--- src/inc/ppss_pkg.sv ---
package ppss_pkg;
   // Register offsets (printed offsets are not word multiples: index times four)
   localparam logic [11:0] PPSS_IDX_PRESCALE = 12'h0d4;
   localparam logic [11:0] PPSS_IDX_CONTROL = 12'h0d5;
   localparam logic [11:0] PPSS_IDX_COUNTS_A = 12'h0d6;
   localparam logic [11:0] PPSS_IDX_COUNTS_B = 12'h0d7;
   localparam logic [11:0] PPSS_IDX_COUNTS_C = 12'h0d8;
   localparam logic [11:0] PPSS_IDX_IRQ_STATUS = 12'h0d9;
   localparam logic [11:0] PPSS_IDX_IRQ_MASK = 12'h0da;
   localparam logic [13:0] PPSS_ADDR_PRESCALE = {PPSS_IDX_PRESCALE, 2'b00};
   localparam logic [13:0] PPSS_ADDR_CONTROL = {PPSS_IDX_CONTROL, 2'b00};
   localparam logic [13:0] PPSS_ADDR_COUNTS_A = {PPSS_IDX_COUNTS_A, 2'b00};
   localparam logic [13:0] PPSS_ADDR_COUNTS_B = {PPSS_IDX_COUNTS_B, 2'b00};
   localparam logic [13:0] PPSS_ADDR_COUNTS_C = {PPSS_IDX_COUNTS_C, 2'b00};
   localparam logic [13:0] PPSS_ADDR_IRQ_STATUS = {PPSS_IDX_IRQ_STATUS, 2'b00};
   localparam logic [13:0] PPSS_ADDR_IRQ_MASK = {PPSS_IDX_IRQ_MASK, 2'b00};
   // Control register fields
   localparam int PPSS_CTL_PCLK_OFF = 7;
   localparam int PPSS_CTL_REF_SEL = 6;
   localparam int PPSS_CTL_STATE_LSB = 4;
   localparam int PPSS_CTL_MANUAL = 3;
   localparam int PPSS_CTL_AUTO = 2;
   localparam int PPSS_MAN_BIAS = 2;
   localparam int PPSS_MAN_IFACE = 1;
   localparam int PPSS_MAN_PWR = 0;
   // Status/mask bit of the power-state-changed event
   localparam int PPSS_IRQ_STATE_CHG = 6;
   // Reset values
   localparam logic [7:0] PPSS_RST_REG = 8'h00;
   localparam logic [7:0] PPSS_RST_MASK = 8'h40;
   // Divider and sync-loss sizing
   localparam int PPSS_DIV_WIDTH = 23;
   localparam int PPSS_VS_CNT_WIDTH = 11;
   localparam int PPSS_VS_OVF_LIMIT = 4;

   typedef enum logic [1:0]
   {
      PPSS_OFF = 2'b00,
      PPSS_STANDBY = 2'b01,
      PPSS_SUSPEND = 2'b10,
      PPSS_ON = 2'b11
   } ppss_state_e;

   typedef struct packed
   {
      logic powerControl;
      logic biasEnable;
      logic interfaceEnable;
   } ppss_pins_s;

   typedef struct packed
   {
      logic psel;
      logic penable;
      logic pwrite;
      logic [31:0] paddr;
      logic [31:0] pwdata;
   } ppss_apb_req_s;
endpackage

--- src/hw/ppss_sequencer.sv ---
`timescale 1ns/1ps
//////////////////////////////////////////////////////////////////////////////
// Function
// [RL1] Timer ticks from 23-bit crystal divider
// [RL2] Reference select: crystal or input vsync
// [RL3] Control bit 7 forces pixel clock low
// [RL4] Bits 5-4 read current state
// [RL5] State sets power, bias, interface pins
// [RL6] New state only after timer expiry
// [RL7] Manual bit drives pins directly
// [RL8] Auto mode targets state from syncs
// [RL9] Steering write sets target state
// [RL10] Counts A: suspend-standby, on-suspend
// [RL11] Counts B: off-standby, standby-off
// [RL12] Counts C: standby-suspend, suspend-on
// [RL13] Steps only between adjacent states
// [RL14] Timer loads count, decrements per tick
// [RL15] State change sets sticky flag
// [RL16] Mask bit resets to one, disabling
// [RL17] Vsync lost after four overflows
module ppss_sequencer
#(
   parameter int DIV_WIDTH = ppss_pkg::PPSS_DIV_WIDTH
)
(
   input wire logic ref_clk,
   input wire logic reset_n,
   input wire logic crystalTick,
   input wire logic inputVsync,
   input wire logic inputHsyncLost,
   input wire logic psel,
   input wire logic penable,
   input wire logic pwrite,
   input wire logic [31:0] paddr,
   input wire logic [31:0] pwdata,
   output logic [31:0] prdata,
   output logic pready,
   output logic pslverr,
   output ppss_pkg::ppss_pins_s panelPins,
   output logic pixelClockHold,
   output logic irq
);
   import ppss_pkg::*;

   typedef struct packed
   {
      logic [7:0] prescale;
      logic [7:0] control;
      logic [7:0] countsA;
      logic [7:0] countsB;
      logic [7:0] countsC;
      logic [7:0] irqStatus;
      logic [7:0] irqMask;
      logic [DIV_WIDTH-1:0] divider;
      logic vsyncSeen;
      logic busy;
      logic [3:0] timer;
      logic [1:0] nextState;
      logic [1:0] state;
      logic [1:0] target;
      ppss_pins_s pins;
      logic [31:0] rdata;
   } ppss_seq_s;

   ppss_seq_s st_q;
   ppss_seq_s st_d;
   logic vsyncLost;
   logic wrEn;
   logic rdEn;
   logic refTick;
   logic [13:0] addrWord;
   logic addrHit;

   initial
   begin
      if (DIV_WIDTH < 9)
         $error("ppss_sequencer: divider narrower than its loaded byte");
   end

   // Count for the step from one state to its neighbour
   function automatic logic [3:0] step_count(input logic [1:0] from, input logic [1:0] to,
                                              input logic [7:0] a, input logic [7:0] b,
                                              input logic [7:0] c);
      logic [3:0] cnt;
      cnt = 4'h0;
      case ({from, to})
         {PPSS_SUSPEND, PPSS_STANDBY}: cnt = a[7:4]; // [RL10]
         {PPSS_ON, PPSS_SUSPEND}: cnt = a[3:0]; // [RL10]
         {PPSS_OFF, PPSS_STANDBY}: cnt = b[7:4]; // [RL11]
         {PPSS_STANDBY, PPSS_OFF}: cnt = b[3:0]; // [RL11]
         {PPSS_STANDBY, PPSS_SUSPEND}: cnt = c[7:4]; // [RL12]
         {PPSS_SUSPEND, PPSS_ON}: cnt = c[3:0]; // [RL12]
         default: cnt = 4'h0;
      endcase
      return cnt;
   endfunction

   // Pin levels for a sequenced state
   function automatic ppss_pins_s state_pins(input logic [1:0] s);
      ppss_pins_s p;
      p = '0;
      case (s)
         PPSS_OFF: p = '0; // [RL5]
         PPSS_STANDBY: p = '{powerControl: 1'b1, biasEnable: 1'b0, interfaceEnable: 1'b0};
         PPSS_SUSPEND: p = '{powerControl: 1'b1, biasEnable: 1'b0, interfaceEnable: 1'b1};
         PPSS_ON: p = '{powerControl: 1'b1, biasEnable: 1'b1, interfaceEnable: 1'b1};
         default: p = '0;
      endcase
      return p;
   endfunction

   ////////////////////////////////////////////////////////////////////////////
   // Vertical sync loss measurement
   ppss_sync_loss #(
      .CNT_WIDTH(PPSS_VS_CNT_WIDTH),
      .OVF_LIMIT(PPSS_VS_OVF_LIMIT)
   ) u_vsync_loss (
      .ref_clk(ref_clk),
      .reset_n(reset_n),
      .syncPulse(inputVsync),
      .syncLost(vsyncLost)
   );

   ////////////////////////////////////////////////////////////////////////////
   // APB decode; zero-wait answer, unmapped offset in paddr[13:2] reads zero, any unmapped address errors
   assign addrWord = {paddr[13:2], 2'b00};
   assign addrHit = (paddr[31:14] == '0) && (paddr[1:0] == 2'b00) &&
                    (addrWord == PPSS_ADDR_PRESCALE || addrWord == PPSS_ADDR_CONTROL ||
                     addrWord == PPSS_ADDR_COUNTS_A || addrWord == PPSS_ADDR_COUNTS_B ||
                     addrWord == PPSS_ADDR_COUNTS_C || addrWord == PPSS_ADDR_IRQ_STATUS ||
                     addrWord == PPSS_ADDR_IRQ_MASK);
   assign wrEn = psel && penable && pwrite && addrHit;
   assign rdEn = psel && !penable && !pwrite;
   assign pready = 1'b1;
   assign pslverr = psel && penable && !addrHit;

   // Tick select: divider underflow or vsync rising edge
   assign refTick = st_q.control[PPSS_CTL_REF_SEL] ? (inputVsync && !st_q.vsyncSeen) // [RL2]
                    : (crystalTick && st_q.divider == '0); // [RL1]

   ////////////////////////////////////////////////////////////////////////////
   // Next-state logic for registers, divider, timer and sequencer
   always_comb
   begin
      logic [1:0] goal;
      logic [1:0] stepTo;
      logic stateChanged;
      goal = st_q.target;
      stepTo = st_q.state;
      stateChanged = 1'b0;
      st_d = st_q;
      st_d.vsyncSeen = inputVsync;

      // Divider reloads from the programmed top byte on crystal ticks
      if (crystalTick)
      begin
         if (st_q.divider == '0)
            st_d.divider = {st_q.prescale, {(DIV_WIDTH-8){1'b1}}}; // [RL1]
         else
            st_d.divider = st_q.divider - 1'b1;
      end

      // Target selection by mode; vsync presence is the high state bit
      if (!st_q.control[PPSS_CTL_MANUAL] && st_q.control[PPSS_CTL_AUTO])
         goal = {!vsyncLost, !inputHsyncLost}; // [RL8]
      st_d.target = goal;

      // Sequencer: adjacent steps, each timed by its own count
      if (st_q.busy)
      begin
         if (refTick)
         begin
            if (st_q.timer == 4'h0)
            begin
               st_d.state = st_q.nextState; // [RL6]
               st_d.busy = 1'b0;
               stateChanged = 1'b1;
            end
            else
               st_d.timer = st_q.timer - 4'h1; // [RL14]
         end
      end
      else if (!st_q.control[PPSS_CTL_MANUAL] && goal != st_q.state)
      begin
         stepTo = (goal > st_q.state) ? st_q.state + 2'b01 : st_q.state - 2'b01; // [RL13]
         st_d.nextState = stepTo;
         st_d.timer = step_count(st_q.state, stepTo, st_q.countsA, st_q.countsB,
                                 st_q.countsC); // [RL14]
         st_d.busy = 1'b1;
      end

      // Pin drive: manual bypass or sequenced state
      if (st_q.control[PPSS_CTL_MANUAL])
      begin
         st_d.pins.biasEnable = st_q.control[PPSS_MAN_BIAS]; // [RL7]
         st_d.pins.interfaceEnable = st_q.control[PPSS_MAN_IFACE]; // [RL7]
         st_d.pins.powerControl = st_q.control[PPSS_MAN_PWR]; // [RL7]
      end
      else
         st_d.pins = state_pins(st_d.state); // [RL5]

      // Register writes
      if (wrEn)
      begin
         case (addrWord)
            PPSS_ADDR_PRESCALE: st_d.prescale = pwdata[7:0];
            PPSS_ADDR_CONTROL:
            begin
               st_d.control = {pwdata[7:6], st_q.control[5:4], pwdata[3:0]};
               // Steering write takes effect only with manual and auto off
               if (!pwdata[PPSS_CTL_MANUAL] && !pwdata[PPSS_CTL_AUTO])
                  st_d.target = pwdata[1:0]; // [RL9]
            end
            PPSS_ADDR_COUNTS_A: st_d.countsA = pwdata[7:0]; // [RL10]
            PPSS_ADDR_COUNTS_B: st_d.countsB = pwdata[7:0]; // [RL11]
            PPSS_ADDR_COUNTS_C: st_d.countsC = pwdata[7:0]; // [RL12]
            PPSS_ADDR_IRQ_STATUS: st_d.irqStatus = st_q.irqStatus & ~pwdata[7:0];
            PPSS_ADDR_IRQ_MASK: st_d.irqMask = pwdata[7:0];
            default: st_d.control = st_q.control;
         endcase
      end

      // Sticky flag; a set in the clearing cycle wins
      if (stateChanged)
         st_d.irqStatus[PPSS_IRQ_STATE_CHG] = 1'b1; // [RL15]
      st_d.control[5:4] = st_d.state; // [RL4]

      // Read data captured in the setup cycle
      st_d.rdata = '0;
      if (rdEn)
      begin
         case (addrWord)
            PPSS_ADDR_PRESCALE: st_d.rdata = {24'h000000, st_q.prescale};
            PPSS_ADDR_CONTROL: st_d.rdata = {24'h000000, st_q.control}; // [RL4]
            PPSS_ADDR_COUNTS_A: st_d.rdata = {24'h000000, st_q.countsA};
            PPSS_ADDR_COUNTS_B: st_d.rdata = {24'h000000, st_q.countsB};
            PPSS_ADDR_COUNTS_C: st_d.rdata = {24'h000000, st_q.countsC};
            PPSS_ADDR_IRQ_STATUS: st_d.rdata = {24'h000000, st_q.irqStatus};
            PPSS_ADDR_IRQ_MASK: st_d.rdata = {24'h000000, st_q.irqMask};
            default: st_d.rdata = '0;
         endcase
      end
   end

   ////////////////////////////////////////////////////////////////////////////
   // State register; mask resets to 8'h40, state-change interrupt disabled
   always_ff @(posedge ref_clk or negedge reset_n)
   begin
      if (!reset_n)
      begin
         st_q <= '0;
         st_q.irqMask <= PPSS_RST_MASK; // [RL16]
      end
      else
         st_q <= st_d;
   end

   ////////////////////////////////////////////////////////////////////////////
   // Outputs
   assign prdata = st_q.rdata;
   assign panelPins = st_q.pins;
   assign pixelClockHold = st_q.control[PPSS_CTL_PCLK_OFF]; // [RL3]
   // Mask bit of zero enables the source
   assign irq = |(st_q.irqStatus & ~st_q.irqMask); // [RL16]
endmodule

--- src/hw/ppss_sync_loss.sv ---
`timescale 1ns/1ps
// Vertical sync loss detector: period counter overflows four times
module ppss_sync_loss
#(
   parameter int CNT_WIDTH = ppss_pkg::PPSS_VS_CNT_WIDTH,
   parameter int OVF_LIMIT = ppss_pkg::PPSS_VS_OVF_LIMIT
)
(
   input wire logic ref_clk,
   input wire logic reset_n,
   input wire logic syncPulse,
   output logic syncLost
);
   import ppss_pkg::*;

   typedef struct packed
   {
      logic [CNT_WIDTH-1:0] period;
      logic [2:0] overflows;
      logic lost;
   } ppss_loss_s;

   ppss_loss_s st_q;
   ppss_loss_s st_d;

   initial
   begin
      if (CNT_WIDTH < 2 || OVF_LIMIT < 1 || OVF_LIMIT > 7)
         $error("ppss_sync_loss: unsupported parameters");
   end

   ////////////////////////////////////////////////////////////////////////////
   // Count the period; a sync pulse restarts it and clears the loss
   always_comb
   begin
      st_d = st_q;
      if (syncPulse)
      begin
         st_d.period = '0;
         st_d.overflows = 3'h0;
         st_d.lost = 1'b0; // [RL17]
      end
      else
      begin
         st_d.period = st_q.period + 1'b1;
         if (&st_q.period && !st_q.lost)
         begin
            st_d.overflows = st_q.overflows + 3'h1;
            if (st_q.overflows == 3'(OVF_LIMIT - 1))
               st_d.lost = 1'b1; // [RL17]
         end
      end
   end

   always_ff @(posedge ref_clk or negedge reset_n)
   begin
      if (!reset_n)
         st_q <= '0;
      else
         st_q <= st_d;
   end

   assign syncLost = st_q.lost;
endmodule

--- config.mk ---
export PLATFORM = sky130hd
export DESIGN_NAME = ppss_sequencer
export DESIGN_NICKNAME = d
export VERILOG_FILES = /design/src/inc/ppss_pkg.sv /design/src/hw/ppss_sequencer.sv /design/src/hw/ppss_sync_loss.sv
export SDC_FILE = /design/constraint.sdc
export NUM_CORES = 1
export LEC_CHECK = 0
export ABC_CLOCK_PERIOD_IN_PS = 2800
export BUFFER_PORTS_ARGS = -buffer_cell sky130_fd_sc_hd__buf_2
export CAP_MARGIN = 20
export CORE_AREA = 2 2 123 125
export DETAILED_ROUTE_END_ITERATION = 16
export DIE_AREA = 0 0 125 127
export PLACE_DENSITY = 0.74
export REMOVE_ABC_BUFFERS = 1
export SLEW_MARGIN = 15
export SYNTH_ARGS = -nofsm -noshare
export SYNTH_HDL_FRONTEND = slang
export SYNTH_SLANG_ARGS = --single-unit
export TNS_END_PERCENT = 5
--- constraint.sdc ---
create_clock -name ref_clk -period 2.8 [get_ports ref_clk]
set_clock_uncertainty 0.05 [all_clocks]
set_input_delay 0.56 -clock ref_clk [delete_from_list [all_inputs] [get_ports ref_clk]]
set_output_delay 0.56 -clock ref_clk [all_outputs]
set_load 0.03 [all_outputs]
# Word level (Yosys, flattened, before mapping)
# Cells that the tools add are included.
[word_totals]
reg_bits = 139
[classes]
addsub = 6
n_lt_le_gt_ge = 1
n_eq_ne = 20
n_mux = 30
n_bitwise = 5
reduce_logical = 52
[ops]
columns = ["cell", "n"]
rows = [
  ["== test 12 x 8 -> 1 bit (second input constant)", 7],
  ["case mux 8 bit (7 select lines)", 1],
  ["2-to-1 mux 15 bit", 2],
  ["case mux 4 bit (6 select lines)", 1],
  ["logical NOT 23 bit", 1],
  ["2-to-1 mux 23 bit", 1],
  ["subtractor 23 x 1 -> 23 bit (second input constant)", 1],
  ["AND reduction 2 bit", 10],
  ["logical NOT 18 bit", 1],
  ["bitwise AND 8 bit", 2],
  ["2-to-1 mux 2 bit", 8],
  ["2-to-1 mux 8 bit", 2],
  ["NOT 8 bit", 2],
  ["logical AND 1 bit", 14],
  ["2-to-1 mux 7 bit", 2],
  ["== test 4 bit (second input constant)", 3],
  ["case mux 3 bit (4 select lines)", 1],
  ["adder 11 x 1 -> 11 bit (second input constant)", 1],
  ["AND reduction 11 bit", 1],
  ["2-to-1 mux 5 bit", 2],
  ["nonzero test 2 bit", 5],
  ["logical NOT 1 bit", 9],
  ["== test 4 x 3 -> 1 bit (second input constant)", 2],
  ["2-to-1 mux 4 bit", 2],
  ["other kinds (20)", 33],
]

# Depth between registers and ports, before layout
[depth]
depth_word = 11
depth_mapped = 14

# By module
# A second synthesis with hierarchy kept.
[hier_totals]
cells_unflattened = 635
area_unflattened_um2 = 6414.9
[by_module_without_submodules]
columns = ["mod", "n_inst", "cells_per_inst", "area_each_um2", "seq_area_each_um2"]
rows = [
  ["ppss_sequencer", 1, 565, 5666.7, 2503.7],
  ["ppss_sync_loss", 1, 70, 748.2, 375.4],
]

# Worst setup path before layout
# OpenSTA, ideal clock, no wires.
[synth_timing]
kind = "in2reg"
startpoint = "input paddr[11]"
endpoint = "register st_q[35] (netlist bit)"
setup_time_ns = 0.125
t_arrival_ns = 2.618
path_slack_ns = 0.007
cell_stages = 7
cell_sequence = "or4_4 nor3_1 and3_1 buf_2 nand4_2 nor3_1 mux2_2"
[synth_lines]
columns = ["item", "line_no", "rtl"]
rows = [
  ["from (decl)", "ppss_sequencer.sv:34", "input wire logic [31:0] paddr,"],
  ["to (signal assigned)", "ppss_sequencer.sv:255", "st_q <= st_d;"],
  ["to (decl)", "ppss_sequencer.sv:65", "ppss_seq_s st_q;"],
]

# Final worst setup path
[layout_timing]
startpoint = "register st_q[113] (netlist bit)"
endpoint = "register st_q[43] (netlist bit)"
[layout_via]
elab_chain_cells = 9
[layout_lines]
columns = ["item", "line_no", "rtl"]
rows = [
  ["logical NOT 1 bit (*)", "ppss_sequencer.sv:164, ppss_sequencer.sv:183", ""],
  ["logical AND 1 bit", "ppss_sequencer.sv:164", "if (!st_q.control[PPSS_CTL_MANUAL] && st_q.control[PPSS_CTL_AUTO])"],
  ["2-to-1 mux 2 bit", "ppss_sequencer.sv:164", ""],
  ["greater-than comparator 2 bit", "ppss_sequencer.sv:185", "stepTo = (goal > st_q.state) ? st_q.state + 2'b01 : st_q.state - 2'b01;"],
  ["2-to-1 mux 2 bit", "ppss_sequencer.sv:185", ""],
  ["== test 4 bit, or another cell as far along", "ppss_sequencer.sv:86", "case ({from, to})"],
  ["case mux 4 bit (6 select lines)", "ppss_sequencer.sv:86", ""],
  ["2-to-1 mux 7 bit", "ppss_sequencer.sv:183", "else if (!st_q.control[PPSS_CTL_MANUAL] && goal != st_q.state)"],
  ["2-to-1 mux 5 bit", "ppss_sequencer.sv:169", "if (st_q.busy)"],
]
# Mark *: on every way between the ends. The rest lies on a longest branch, timed or not. The select of a mux whose other input is x is not followed.
# A chain may end at the register's enable or synchronous reset.

==> out/metrics.yaml <==
p_leak_nw: 3.58
core_area_sq_um: 14400
p_per_area_nw_per_um2: 650
cts_max_level: 4
cts_tree: "yes"
p_total_mw: 4.86
drt-total-wl_um: 15900
slew_violations: 0
design_area_sq_um: 7470
worst_slack_ns: 0.0533
drc: 0
ios: 111
drtAntennaViolNets: 0
drive_gt1_frac: 0.317
min_period_ns: 2.75
worstSetupPathType: "reg2reg"
hpwl_um: 11300
ys_types: 64
max_freq_ghz: 0.364
place_ws_ns: -0.187
synthCells: 598
status: "complete, no violations"
syn_avg_cell_area_sq_um: 10.3
die_h_um: 127
cts_root_buf: "clkbuf_16"
ir_drop_v: 0.000458
synth_top_area_cell: "dfrtp_1"
startpoint_type: "flop"
p_seq_frac: 0.392
hp-class: "in2async"
die_area_sq_um: 15900
placed_area_sq_um: 6680
synthToLayoutAreaGrowth_pct: 21.2
async_reset_ff_frac: 1.00
power.switching_mw: 1.17
worst_setup_path_end_kind: "flop"
grt_util_met2: 0.350
initial_utilization: 0.427
layout_commonest_cell: "dfrtp_1"
synth_edf_count: 0
setup_viol: 0
worst_pin_slew_ns: 0.671
final.setup.tns_ns: 0
required_ns: 3.05
switching_share: 0.241
grt_overflow: 0
arrival_ns: 3.00
global_route.usage.met3: 0.0469
row_count: 44
clockBufferDepth: 2
synth_flop_cell: "dfrtp_1"
mostFrequentLayoutCells: "dfrtp_1, mux2_2, buf_2, nand2_1, nor2_1"
yosysSeqAreaShare: 0.467
period_share: 0.981
drt_iter0_markers: 379
cts_hold_buf: 0
syn_area_sq_um: 6160
final_nets: 761
grt_usage: 0.203
cts.sinks: 115
grt_antenna_before_repair: 0
grt-busiest-layer: "met2"
clk_pin_slew_ns: 0.05
gp_congestion: 0.968
ys_ff_latch: 115
pwr-share-comb: 0.102
grt_max_degree: 57
cts_buffers: 17
dp_cells: 840
layoutNonFillerInstCount: 874
grt_pass1_wl_um: 25800
max_cap_violations: 0
hold_viol_final: 0
p_int_mw: 3.68
use_met1: 0.251
power_frac_clock: 0.506
avgViaCountPerCell: 5.65
antennaDiodeCount: 0
port-buffer-count: 61
firstDrtPassIters: 5
wl_per_cell_um: 18.1
slew_headroom: 0.546
worstPathMaxFanout: 3
vias: 4941
grt_setup_unrepaired: "yes"
grt_pass1_vias: 4934
ys_top_cells_by_area: "dfrtp_1, mux2_2, buf_4, nand2_1, ha_1"
fp.dieW_um: 125
clock_latency_ns: 0.42
yosysWarnings: 0
synth_top_area_frac: 0.463
metrics by stage:
stage	utilization	hold slack (ns)
2_1_floorplan	-	0.214
3_3_place_gp	0.463	0.422
3_5_place_dp	0.463	0.445
4_1_cts	0.511	0.0467
5_1_grt	0.518	0.0652
6_report	0.518	0.0461
kinds of logic (layout without fill, tap and decap cells):
group / Yosys count / in the layout / share of synthesized area
buffers and inverters: 84 / 153 / 0.0739
and+or+nand+nor: 178 / 178 / 0.153
DFF: 115 / 115 / 0.467
xor gates and xnor gates: 17 / 17 / 0.0242
muxes: 65 / 65 / 0.119
AOI/OAI and AO/OA: 125 / 125 / 0.138
other: 2 / 25 / 0.00122
adders and majority gates: 12 / 12 / 0.0244
cell type report:
class | instances | area (sq um)
timing repair buffer | 96 | 587
inverter | 25 | 93.8
tap | 184 | 230
fill | 1280 | 6960
sequential | 115 | 2880
multi-input combinational | 422 | 3010
clock buffer | 22 | 464
clock inverter | 10 | 203
worst paths after layout:
kind | startpoint | endpoint | slack [ns] | cells after the start
worst min-delay path | reset_n | st_q[89] | 0.05 | 1
worst max register to register | st_q[113] | st_q[43] | 0.05 | 13
worst max-delay path | st_q[113] | st_q[43] | 0.05 | 13
max in group asynchronous | reset_n | st_q[56] | 1.92 | 2
min in group ref_clk | pwdata[7] | st_q[85] | 0.39 | 2
worst min register to register | u_vsync_loss.st_q[4] | u_vsync_loss.st_q[4] | 0.45 | 1
cell usage after synthesis (all sizes together) (2+ instances only):
cell and count:
a221oi 5, o21ai 28, o2bb2ai 2, mux2i 4
nor2 36, buf 42, and3b 2, nor3b 2
o31ai 2, a2bb2oi 2, a222oi 7, xnor2 10
o21a 5, a22o 7, clkbuf 17, nor3 14
a21oi 29, nand4 6, nand3 9, and2 3
and4 4, a31oi 7, inv 24, and3 11
nand3b 2, xor2 7, dfrtp 114, nand2b 5
a221o 5, or3 5, a22oi 10, nor2b 7
or4 6, conb 2, ha 12, o22ai 6
nor4 10, nand4b 2, nand2 48, mux2 61
a211oi 3, or2 4
flip-flops by register name, indices dropped and copies added (netlist names):
name,flops
st_q,88
pixelClockHold,1
u_vsync_loss.syncLost,1
u_vsync_loss.st_q,14
panelPins,3
prdata,8
routing by layer:
layer | up-vias | wire, um
met4 | 0 | 262
met5 | - | 0
met2 | 151 | 8200
met1 | 2496 | 6690
li1 | 2275 | -
met3 | 19 | 693
repair_timing:
action,in CTS,in global routing
pin swaps,2,11
endpoints found under the hold margin,0,0
setup buffers,0,2
endpoints found under the setup margin,4,5
gates cloned,0,0
gates resized for setup,5,19
worst max-delay path, cell delays in order, from the launching register on:
cell and delay (ns):
dfrtp_1 0.38, nand2b_4 0.18, nand2_4 0.07, o21ai_4 0.07, ha_4 0.30, o21ai_2 0.05
nand2_1 0.12, o21ai_4 0.10, xnor2_2 0.17, ha_1 0.23, a22o_1 0.20, a221oi_1 0.29
a21oi_1 0.08, a221o_1 0.35
power by group through the flow:
stage	logic (mW)	registers [mW]	clock network, mW
after global routing	0.561	1.92	2.57
after global placement	0.459	1.92	0
after CTS	0.494	1.90	2.48
after detailed placement	0.487	1.93	0
after floorplan	0.306	1.89	0
final	0.496	1.90	2.46
Note: power is estimated with default switching activity, not from simulation.
